==> src/pkg/cbo_pkg.sv <==
package cbo_pkg;

   localparam int DATA_W     = 8;
   localparam int BIT_IDX_W  = 3;
   localparam int REG_ADDR_W = 4;

   // Software register offsets
   localparam logic [REG_ADDR_W-1:0] OFS_WORK     = 4'h0;
   localparam logic [REG_ADDR_W-1:0] OFS_FLAGS    = 4'h1;
   localparam logic [REG_ADDR_W-1:0] OFS_PORT_A   = 4'h2;
   localparam logic [REG_ADDR_W-1:0] OFS_PORT_DIR = 4'h3;
   localparam logic [REG_ADDR_W-1:0] OFS_PIN_IN   = 4'h4;
   localparam logic [REG_ADDR_W-1:0] OFS_MEM_PTR  = 4'h5;
   localparam logic [REG_ADDR_W-1:0] OFS_MEM_DATA = 4'h6;

   // Flag field positions inside the flags register
   localparam int FLG_Z  = 0;
   localparam int FLG_C  = 1;
   localparam int FLG_AC = 2;
   localparam int FLG_OV = 3;

   // Reset values and a byte constant of one
   localparam logic [DATA_W-1:0] RST_WORK   = 8'h00;
   localparam logic [DATA_W-1:0] RST_PORT_A = 8'h00;
   localparam logic [DATA_W-1:0] RST_DIR    = 8'h00;
   localparam logic [DATA_W-1:0] RST_ZERO   = 8'h00;
   localparam logic [DATA_W-1:0] ONE        = 8'h01;

   // I/O register select for port bit instructions
   localparam logic IO_SEL_LATCH = 1'b0;
   localparam logic IO_SEL_DIR   = 1'b1;

   typedef enum logic [3:0] {
      OP_NOP,
      OP_INV_WORK,
      OP_INV_MEM,
      OP_NEG_WORK,
      OP_NEG_MEM,
      OP_BIT_CLEAR_IO,
      OP_BIT_HIGH_IO,
      OP_BIT_CLEAR_MEM,
      OP_BIT_HIGH_MEM,
      OP_BIT_SWAP_C
   } cbo_op_e;

   typedef struct packed {
      logic ov;
      logic ac;
      logic c;
      logic z;
   } cbo_flags_s;

   typedef struct packed {
      logic                   valid;
      cbo_op_e                op;
      logic [BIT_IDX_W-1:0]   bit_idx;
      logic                   io_sel;
      logic [7:0]             mem_addr;
   } cbo_cmd_s;

   typedef struct packed {
      logic                   wr;
      logic                   rd;
      logic [REG_ADDR_W-1:0]  addr;
      logic [DATA_W-1:0]      wdata;
   } cbo_bus_s;

endpackage

==> src/rtl/cbo_core.sv <==
`timescale 1ns/1ps
`default_nettype none

module cbo_core
   import cbo_pkg::*;
#(
   parameter int MEM_DEPTH = 64
) (
   // Clock and reset
   input  wire logic                   mclk,
   input  wire logic                   rst,
   // Instruction issue
   input  wire cbo_cmd_s               cmd,
   output logic                        cmd_done,
   // Software register port
   input  wire cbo_bus_s               bus,
   output logic [DATA_W-1:0]           rdata,
   // Core state views
   output logic [DATA_W-1:0]           working_register,
   output cbo_flags_s                  flags,
   // Port A pins
   input  wire logic [DATA_W-1:0]      pin_in,
   output logic [DATA_W-1:0]           pin_out,
   output logic [DATA_W-1:0]           pin_oe
);

   localparam int MEM_AW = (MEM_DEPTH > 1) ? $clog2(MEM_DEPTH) : 1;

   // Pointer range must match the array exactly so no address reads past its end
   if (MEM_DEPTH < 2 || MEM_DEPTH > 256 || MEM_DEPTH != (1 << MEM_AW)) begin : g_bad_depth
      $error("MEM_DEPTH must be a power of two between 2 and 256");
   end

   typedef struct packed {
      logic [DATA_W-1:0]  work;
      cbo_flags_s         flg;
      logic [DATA_W-1:0]  port_a_latch;
      logic [DATA_W-1:0]  dir;
      logic [DATA_W-1:0]  pin_s1;
      logic [DATA_W-1:0]  pin_s2;
      logic [MEM_AW-1:0]  mem_ptr;
      logic [DATA_W-1:0]  rdata;
      logic               done;
   } cbo_state_s;

   cbo_state_s         st_r;
   cbo_state_s         st_nxt;
   logic [DATA_W-1:0]  mem [MEM_DEPTH];
   logic               mem_we;
   logic [MEM_AW-1:0]  mem_wa;
   logic [DATA_W-1:0]  mem_wd;

   // One-hot mask for a bit position
   function automatic logic [DATA_W-1:0] bit_mask(input logic [BIT_IDX_W-1:0] idx);
      bit_mask = ONE << idx;
   endfunction

   // Two's complement of a byte, wrapping modulo 256
   function automatic logic [DATA_W-1:0] twos(input logic [DATA_W-1:0] v);
      twos = DATA_W'(~v + ONE);
   endfunction

   logic [MEM_AW-1:0]  cmd_ma;
   logic [DATA_W-1:0]  mem_rd;
   logic [DATA_W-1:0]  mask;
   logic               cmd_bit_dir;
   logic               cmd_bit_pin;

   assign cmd_ma      = cmd.mem_addr[MEM_AW-1:0];
   assign mem_rd      = mem[cmd_ma];
   assign mask        = bit_mask(cmd.bit_idx);
   assign cmd_bit_dir = st_r.dir[cmd.bit_idx];
   assign cmd_bit_pin = st_r.pin_s2[cmd.bit_idx];

   always_comb begin
      logic [DATA_W-1:0] res;
      res    = RST_ZERO;
      st_nxt = st_r;
      mem_we = 1'b0;
      mem_wa = st_r.mem_ptr;
      mem_wd = bus.wdata;

      st_nxt.pin_s1 = pin_in;
      st_nxt.pin_s2 = st_r.pin_s1;
      st_nxt.done   = 1'b0;

      // Software register writes; an instruction in the same cycle overrides
      if (bus.wr) begin
         case (bus.addr)
            OFS_WORK:     st_nxt.work         = bus.wdata;
            OFS_FLAGS:    st_nxt.flg          = bus.wdata[FLG_OV:FLG_Z];
            OFS_PORT_A:   st_nxt.port_a_latch = bus.wdata;
            OFS_PORT_DIR: st_nxt.dir          = bus.wdata;
            OFS_MEM_PTR:  st_nxt.mem_ptr      = bus.wdata[MEM_AW-1:0];
            OFS_MEM_DATA: mem_we              = 1'b1;
            default: ;
         endcase
      end

      // Reads answer one cycle later; unmapped offsets read zero
      if (bus.rd) begin
         case (bus.addr)
            OFS_WORK:     st_nxt.rdata = st_r.work;
            OFS_FLAGS:    st_nxt.rdata = {4'h0, st_r.flg};
            OFS_PORT_A:   st_nxt.rdata = st_r.port_a_latch;
            OFS_PORT_DIR: st_nxt.rdata = st_r.dir;
            OFS_PIN_IN:   st_nxt.rdata = st_r.pin_s2;
            OFS_MEM_PTR:  st_nxt.rdata = DATA_W'(st_r.mem_ptr);
            OFS_MEM_DATA: st_nxt.rdata = mem[st_r.mem_ptr];
            default:      st_nxt.rdata = RST_ZERO;
         endcase
      end

      // Whole read-modify-write resolves in this cycle
      if (cmd.valid) begin
         st_nxt.done = (cmd.op != OP_NOP);
         case (cmd.op)
            OP_INV_WORK: begin
               res            = ~st_r.work;
               st_nxt.work    = res;
               st_nxt.flg.z   = (res == RST_ZERO);
            end
            OP_NEG_WORK: begin
               res            = twos(st_r.work);
               st_nxt.work    = res;
               st_nxt.flg.z   = (res == RST_ZERO);
            end
            OP_INV_MEM: begin
               res            = ~mem_rd;
               mem_we         = 1'b1;
               mem_wa         = cmd_ma;
               mem_wd         = res;
               st_nxt.flg.z   = (res == RST_ZERO);
            end
            OP_NEG_MEM: begin
               res            = twos(mem_rd);
               mem_we         = 1'b1;
               mem_wa         = cmd_ma;
               mem_wd         = res;
               st_nxt.flg.z   = (res == RST_ZERO);
            end
            OP_BIT_CLEAR_IO: begin
               if (cmd.io_sel == IO_SEL_DIR) begin
                  st_nxt.dir = st_r.dir & ~mask;
               end else begin
                  st_nxt.port_a_latch = st_r.port_a_latch & ~mask;
               end
            end
            OP_BIT_HIGH_IO: begin
               if (cmd.io_sel == IO_SEL_DIR) begin
                  st_nxt.dir = st_r.dir | mask;
               end else begin
                  st_nxt.port_a_latch = st_r.port_a_latch | mask;
               end
            end
            OP_BIT_CLEAR_MEM: begin
               mem_we = 1'b1;
               mem_wa = cmd_ma;
               mem_wd = mem_rd & ~mask;
            end
            OP_BIT_HIGH_MEM: begin
               mem_we = 1'b1;
               mem_wa = cmd_ma;
               mem_wd = mem_rd | mask;
            end
            OP_BIT_SWAP_C: begin
               if (cmd.io_sel == IO_SEL_DIR) begin
                  st_nxt.flg.c = cmd_bit_dir;
                  st_nxt.dir[cmd.bit_idx] = st_r.flg.c;
               end else if (cmd_bit_dir) begin
                  st_nxt.flg.c = st_r.port_a_latch[cmd.bit_idx];
                  st_nxt.port_a_latch[cmd.bit_idx] = st_r.flg.c;
               end else begin
                  st_nxt.flg.c = cmd_bit_pin;
                  st_nxt.port_a_latch[cmd.bit_idx] = st_r.flg.c;
               end
            end
            default: st_nxt.done = 1'b0;
         endcase
      end
   end

   always_ff @(posedge mclk or posedge rst) begin
      if (rst) begin
         st_r <= '{work: RST_WORK, flg: '0, port_a_latch: RST_PORT_A, dir: RST_DIR,
                   pin_s1: RST_ZERO, pin_s2: RST_ZERO, mem_ptr: '0,
                   rdata: RST_ZERO, done: 1'b0};
      end else begin
         st_r <= st_nxt;
      end
   end

   always_ff @(posedge mclk) begin
      if (mem_we) begin
         mem[mem_wa] <= mem_wd;
      end
   end

   assign cmd_done         = st_r.done;
   assign rdata            = st_r.rdata;
   assign working_register = st_r.work;
   assign flags            = st_r.flg;
   assign pin_out          = st_r.port_a_latch;
   assign pin_oe           = st_r.dir;
endmodule

`default_nettype wire

==> config.mk <==
export PLATFORM = sky130hd
export DESIGN_NAME = cbo_core
export DESIGN_NICKNAME = d
export VERILOG_FILES = /design/src/pkg/cbo_pkg.sv /design/src/rtl/cbo_core.sv
export SDC_FILE = /design/constraint.sdc
export NUM_CORES = 1
export LEC_CHECK = 0
export ABC_CLOCK_PERIOD_IN_PS = 8700
export BUFFER_PORTS_ARGS = -buffer_cell sky130_fd_sc_hd__buf_2
export CORE_MARGIN = 8
export CORE_UTILIZATION = 39
export DETAILED_ROUTE_END_ITERATION = 10
export HOLD_SLACK_MARGIN = 0.1
export SLEW_MARGIN = 20
export SYNTH_ARGS = -nofsm -noshare
export SYNTH_HDL_FRONTEND = slang
export SYNTH_SLANG_ARGS = --single-unit
==> constraint.sdc <==
create_clock -name mclk -period 8.7 [get_ports mclk]
set_input_delay 0.87 -clock mclk [delete_from_list [all_inputs] [get_ports mclk]]
set_output_delay 0.87 -clock mclk [all_outputs]
set_load 0.005 [all_outputs]
== Word level (Yosys, flattened, before mapping) ==
Memory sizes are Yosys's and may differ from the RTL's.
Cells that the tools add are included.
Word-level totals
  memories kept: 1
  bits of input ports: 41
  RAM bits: 512
  logic and storage cells: 95
  flip-flop bits (word level): 59
  output and inout bits: 37
Memories
  mem: words 64, width 8, rd ports 2, clocked after Yosys merged registers in 0, write ports 1, line cbo_core.sv:48  | logic [DATA_W-1:0] mem [MEM_DEPTH];
Operators by class
  add/sub/neg operators: 2
  magnitude comparators: 2
  equal/unequal tests: 15
  shifts and indexed selects: 1
  mux-type cells: 42
  bitwise operators: 9
  reduce and logical (&&, ||, !) cells: 11
Operators by type and width (number)
  two-way mux 8 bit: 11
  case mux 8 bit (7 select lines): 1
  case mux 16 bit (3 select lines): 1
  logical NOT 8 bit: 4
  case mux 8 bit (4 select lines): 1
  == test 4 x 3 -> 1 bit (second input constant): 7
  two-way mux 28 bit: 1
  AND 8 bit: 3
  inverter 8 bit: 3
  OR 8 bit: 3
  two-way mux 18 bit: 1
  adder 8 x 1 -> 8 bit (second input constant): 2
  bitwise mux 8 bit: 2
  == test 4 x 2 -> 1 bit (second input constant): 4
  case mux 8 bit (2 select lines): 1
  two-way mux 1 bit: 15
  two-way mux 6 bit: 2
  binary-select mux 1 bit (select 3 bit): 3
  OR reduction 9 bit: 1
  == test 4 x 1 -> 1 bit (second input constant): 2
  == test 4 bit (second input constant): 2
  left shift 1 x 3 -> 8 bit (first input constant): 1
  logical NOT 4 bit: 1
  < comparator 3 x 4 -> 1 bit (second input constant): 1
  8 further kinds: 9

== Depth between registers and ports, before layout ==
  depth after elaboration: 8
  depth in mapped cells: 16
  mapped depth without buffers: 11

== Worst setup path before layout ==
No wires, ideal clock.
  path type: input -> register
  from: in cmd[0] (netlist bit)
  to: mem mem[0][6], data pin
  slack: 2281 ps
  arrival time: 5717 ps
  setup time: 702 ps
  required time: 7998 ps
  stages: 15
  cells stage by stage: buf_6 > buf_12 > buf_6 > buf_4 > mux4_2 > a22oi_1 > nand3_1 > nand3_1 > nand2_1 > inv_1 > ha_1 > nand4b_4 > xor2_1 > a221oi_1 > o21ai_0
On the way
  cells in the longest elaborated chain, start to end: 5
  elaborated cells on any way between the ends: 7
  classes of those cells: add/sub: 1; mux: 2; bitwise: 3; memory: 1
RTL lines
  start, declared: line cbo_core.sv:13  | input wire cbo_cmd_s cmd,
  memory (64 x 8 bit) *
  inverter 8 bit: line cbo_core.sv:60, cbo_core.sv:129
  adder 8 x 1 -> 8 bit: line cbo_core.sv:60  | twos = DATA_W'(~v + ONE);
  case mux 8 bit (4 select lines) *: line cbo_core.sv:117  | case (cmd.op)
  two-way mux 8 bit *: line cbo_core.sv:115  | if (cmd.valid) begin
  via mem_wd[6]: line cbo_core.sv:51  | logic [DATA_W-1:0] mem_wd;
  end, declared: line cbo_core.sv:48
Mark *: on every way through the listed nets, which the timed path passes. The rest lies on a longest branch.

== Worst setup path in the final report ==
  from: in cmd[0] (netlist bit)
  to: mem mem[16][7], data pin
Same word-level chain as after synthesis.

==> reports/qor.csv <==
stage,metric,value,unit
pwr,internal power,5.20,mW
floorplanning,Core Area,73000,um^2
clock_network,register clock-pin slew on the reported worst setup and hold paths,60,ps
pwr,maximum vdd drop,0.000162,V
pwr,combinational share of power,0.183,
finish,Layout Nets,1805,
floorplanning,Initial Utilization,0.393,
sta,final number of max-transition violations,0,
setup_path,R2R depth,10,
global_routing,"Remaining Overflow, GRT",0,
sta,RSZ-0062 raised after global routing,false,
synth,Synth Flop Type,edfxtp_1,
pwr,Total Power,7.13,mW
floorplanning,chip width,287,um
pwr,Power Density,224,nW/um^2
clock_network,CTS hold repair buffers,0,
global_routing,initial antenna violation count,4,
route,number of nets still failing antenna checks after routing,0,
global_routing,vias in the first global route,17300,
clock_network,clock buffer depth,3,
route,average wire per standard cell,29.8,um
clock_network,CTS Buf Count,58,
pwr,Flop pwr share,0.445,
run_status,status,"finished, final reports clean",
min_path,Hold WC Path Type,input pin to async pin,
clock_network,post-CTS setup buffers,0,
place,Detailed Place HPWL,54.7,mm
clock_network,post_cts resized,0,
floorplanning,# IOs,78,
synth,Synth top area share,0.536,
clock_network,CTS tree,yes,
synth,post-synthesis cell type count,73,
global_routing,largest net degree at the start of global routing,96,
place,placed inst area,29800,um^2
setup_path,Worst Path Required,9100,ps
synth,"EDFF count, synth",512,
setup_path,"Max FO, Critical Path",56,
sta,final hold slack,267,ps
synth,#FFs+latches synth,571,
finish,layout cell share with drive strength beyond 1,0.293,
place,Final GP Congestion,0.917,
finish,register area,16900,um^2
pwr,Sw Pwr,1.92,mW
floorplanning,height of the die,287,um
global_routing,Tot GR Track Use,0.197,
route,DR iter-0 viols,2095,
global_routing,global-route wire length before repair,121,mm
sta,Slew HR,0.224,
route,drt pass-1 iters,5,
sta,min Tclk post-route,5520,ps
run,Maximum Capacitance Violations,0,
finish,multi-input logic area,11000,um^2
clock_network,root buffer cell,clkbuf_16,
sta,fmax,181,MHz
setup_path,CP Capture Type,flop,
floorplanning,die footprint,82500,um^2
clock_network,H-Tree Depth,2,
sta,Post-Route Skew,63.7,ps
sta,Final Hold Fails,0,
synth,Syn Area/Cell,16.4,um^2
sta,ratio of final minimum period to clock period,0.634,
finish,Layout area overhead,10.8,%
setup_path,Startpoint Class,input pin,
floorplanning,std cell rows,99,
synth,cells after synthesis,1751,
route,DRC errors left,0,
synth,register area share after synthesis,0.587,
synth,Post-synth ARST share,0.103,
finish,final instance area,31800,um^2
finish,# diodes,0,
sta,worst slew pin tran,1160,ps
sta,Final setup violation count,0,
synth,Post-Synthesis Cell Area,28700,um^2
synth,cell taking the most area after synthesis,edfxtp_1,
route,vias per std cell,6.21,
route,vias,17200,
setup_path,WS Path Type,input pin to flop,
clock_network,Worst-Skew Late Latency,650,ps
route,Routed WL,82.5,mm
place,Port Buffer Count,75,
synth,commonest cells in the netlist,"edfxtp_1 (512), mux4_2 (286), nand2_1 (110)",
clock_network,Clock Sinks,571,
synth,"count leader, synth",edfxtp_1,
pwr,Pleak,10.3,nW
synth,largest cells by area after synthesis,"edfxtp_1 (54%), mux4_2 (22%), dfrtp_1 (5.1%)",
finish,layout filler cell count,6292,
pwr,sw frac,0.270,
synth,synth warn,0,
pwr,Clock power frac,0.372,
sta,setup TNS,0,ps
synth,Syn Nets,1798,
setup_path,Arrival @ worst endpoint,5920,ps
[power groups by stage]
stage / logic, mW / registers [mW] / clock network [mW]
global route: 1.37 / 3.18 / 2.78
CTS: 1.30 / 3.17 / 2.68
finish: 1.30 / 3.17 / 2.65
detailed placement: 1.30 / 3.23 / 0
global placement: 1.28 / 3.23 / 0
floorplan: 0.934 / 3.16 / 0
[per-stage QoR]
step,worst slack [ps],cells,utilization
after floorplan,2280,1751,-
after global placement,2630,2657,0.408
after detailed placement,2520,2657,0.408
after CTS,3200,2766,0.436
after global routing,2890,2766,0.436
final,3180,2766,0.436
[per-layer routing]
metal | up-vias | wire (um) | track usage
met1 | 9020 | 33100 | 0.268
met2 | 808 | 39600 | 0.319
met5 | - | 39 | 0
met3 | 134 | 7040 | 0.0392
li1 | 7210 | - | -
met4 | 6 | 2720 | 0.0611
[registers in the layout, summed over array words and instances (netlist names)]
| register | flops |
|---|---|
| working_register | 8 |
| rdata | 8 |
| flags | 4 |
| st_nxt | 8 |
| mem | 512 |
| st_r | 14 |
| cmd_done | 1 |
| pin_oe | 8 |
| pin_out | 8 |
[cells in the final DEF, fill, tap and decap left out, types with 5 or more instances in the layout]
cell type and count:
buf_4 27, nand4_1 6, dfrtp_1 56, and2_1 7, clkinv_1 22, a21oi_1 73, mux2i_1 39, a31oi_1 18
o21ai_4 6, clkbuf_1 7, mux2_2 16, or3_1 11, clkbuf_16 59, ha_1 6, nor2_1 102, a22o_1 7
nand2_1 110, bufinv_16 11, o21ai_0 58, nor2b_1 13, o22ai_1 16, buf_2 73, a22oi_1 46, a211oi_1 7
clkinv_2 7, nor3_1 23, inv_1 24, mux4_1 9, nand2b_1 12, mux4_2 286, nand3b_1 5, nor2_2 8
a221oi_1 15, edfxtp_1 512, and3_1 6, nand3_1 26
[area by class of cell]
class	instances	share of cell area
inverter	27	0.00319
multi-input combinational	997	0.346
clock buffer	66	0.0473
clock inverter	43	0.0159
tap	959	0.0377
timing repair buffer	103	0.0196
sequential	571	0.530
[critical path, stage by stage]
cell and delay, ps:
clkbuf_8 530, buf_4 540, mux4_1 610, a22oi_1 300, a21boi_0 260, nor4_4 500, and3_4 300, nand3_2 140
o21ai_0 210, nand3_1 140, a31oi_4 850, buf_4 500
[worst paths after layout]
check                                           from                   end  slack [ps]
worst max register to register  mem[29][1]$_DFFE_PP_  mem[16][7]$_DFFE_PP_        4280
min in group mclk                          pin_in[4]  st_nxt[19]$_DFF_PP0_         340
worst min register to register  st_nxt[15]$_DFF_PP0_    st_r[15]$_DFF_PP0_         350
worst min-delay path                             rst  pin_out[5]$_DFF_PP0_         270
max in group asynchronous                        rst  st_nxt[15]$_DFF_PP0_        7520
worst max-delay path                          cmd[0]  mem[16][7]$_DFFE_PP_        3180
[cells by family (layout without fill, tap and decap cells)]
family | Yosys count | count (layout) | synth area share
mux | 350 | 350 | 0.253
buf+inv | 183 | 239 | 0.0340
simple gates | 354 | 354 | 0.0589
xor+xnor | 6 | 6 | 0.00183
flops | 571 | 571 | 0.587
compound gates | 281 | 281 | 0.0631
fa+ha+maj | 6 | 6 | 0.00262
Note: power is estimated with default switching activity, not from simulation.
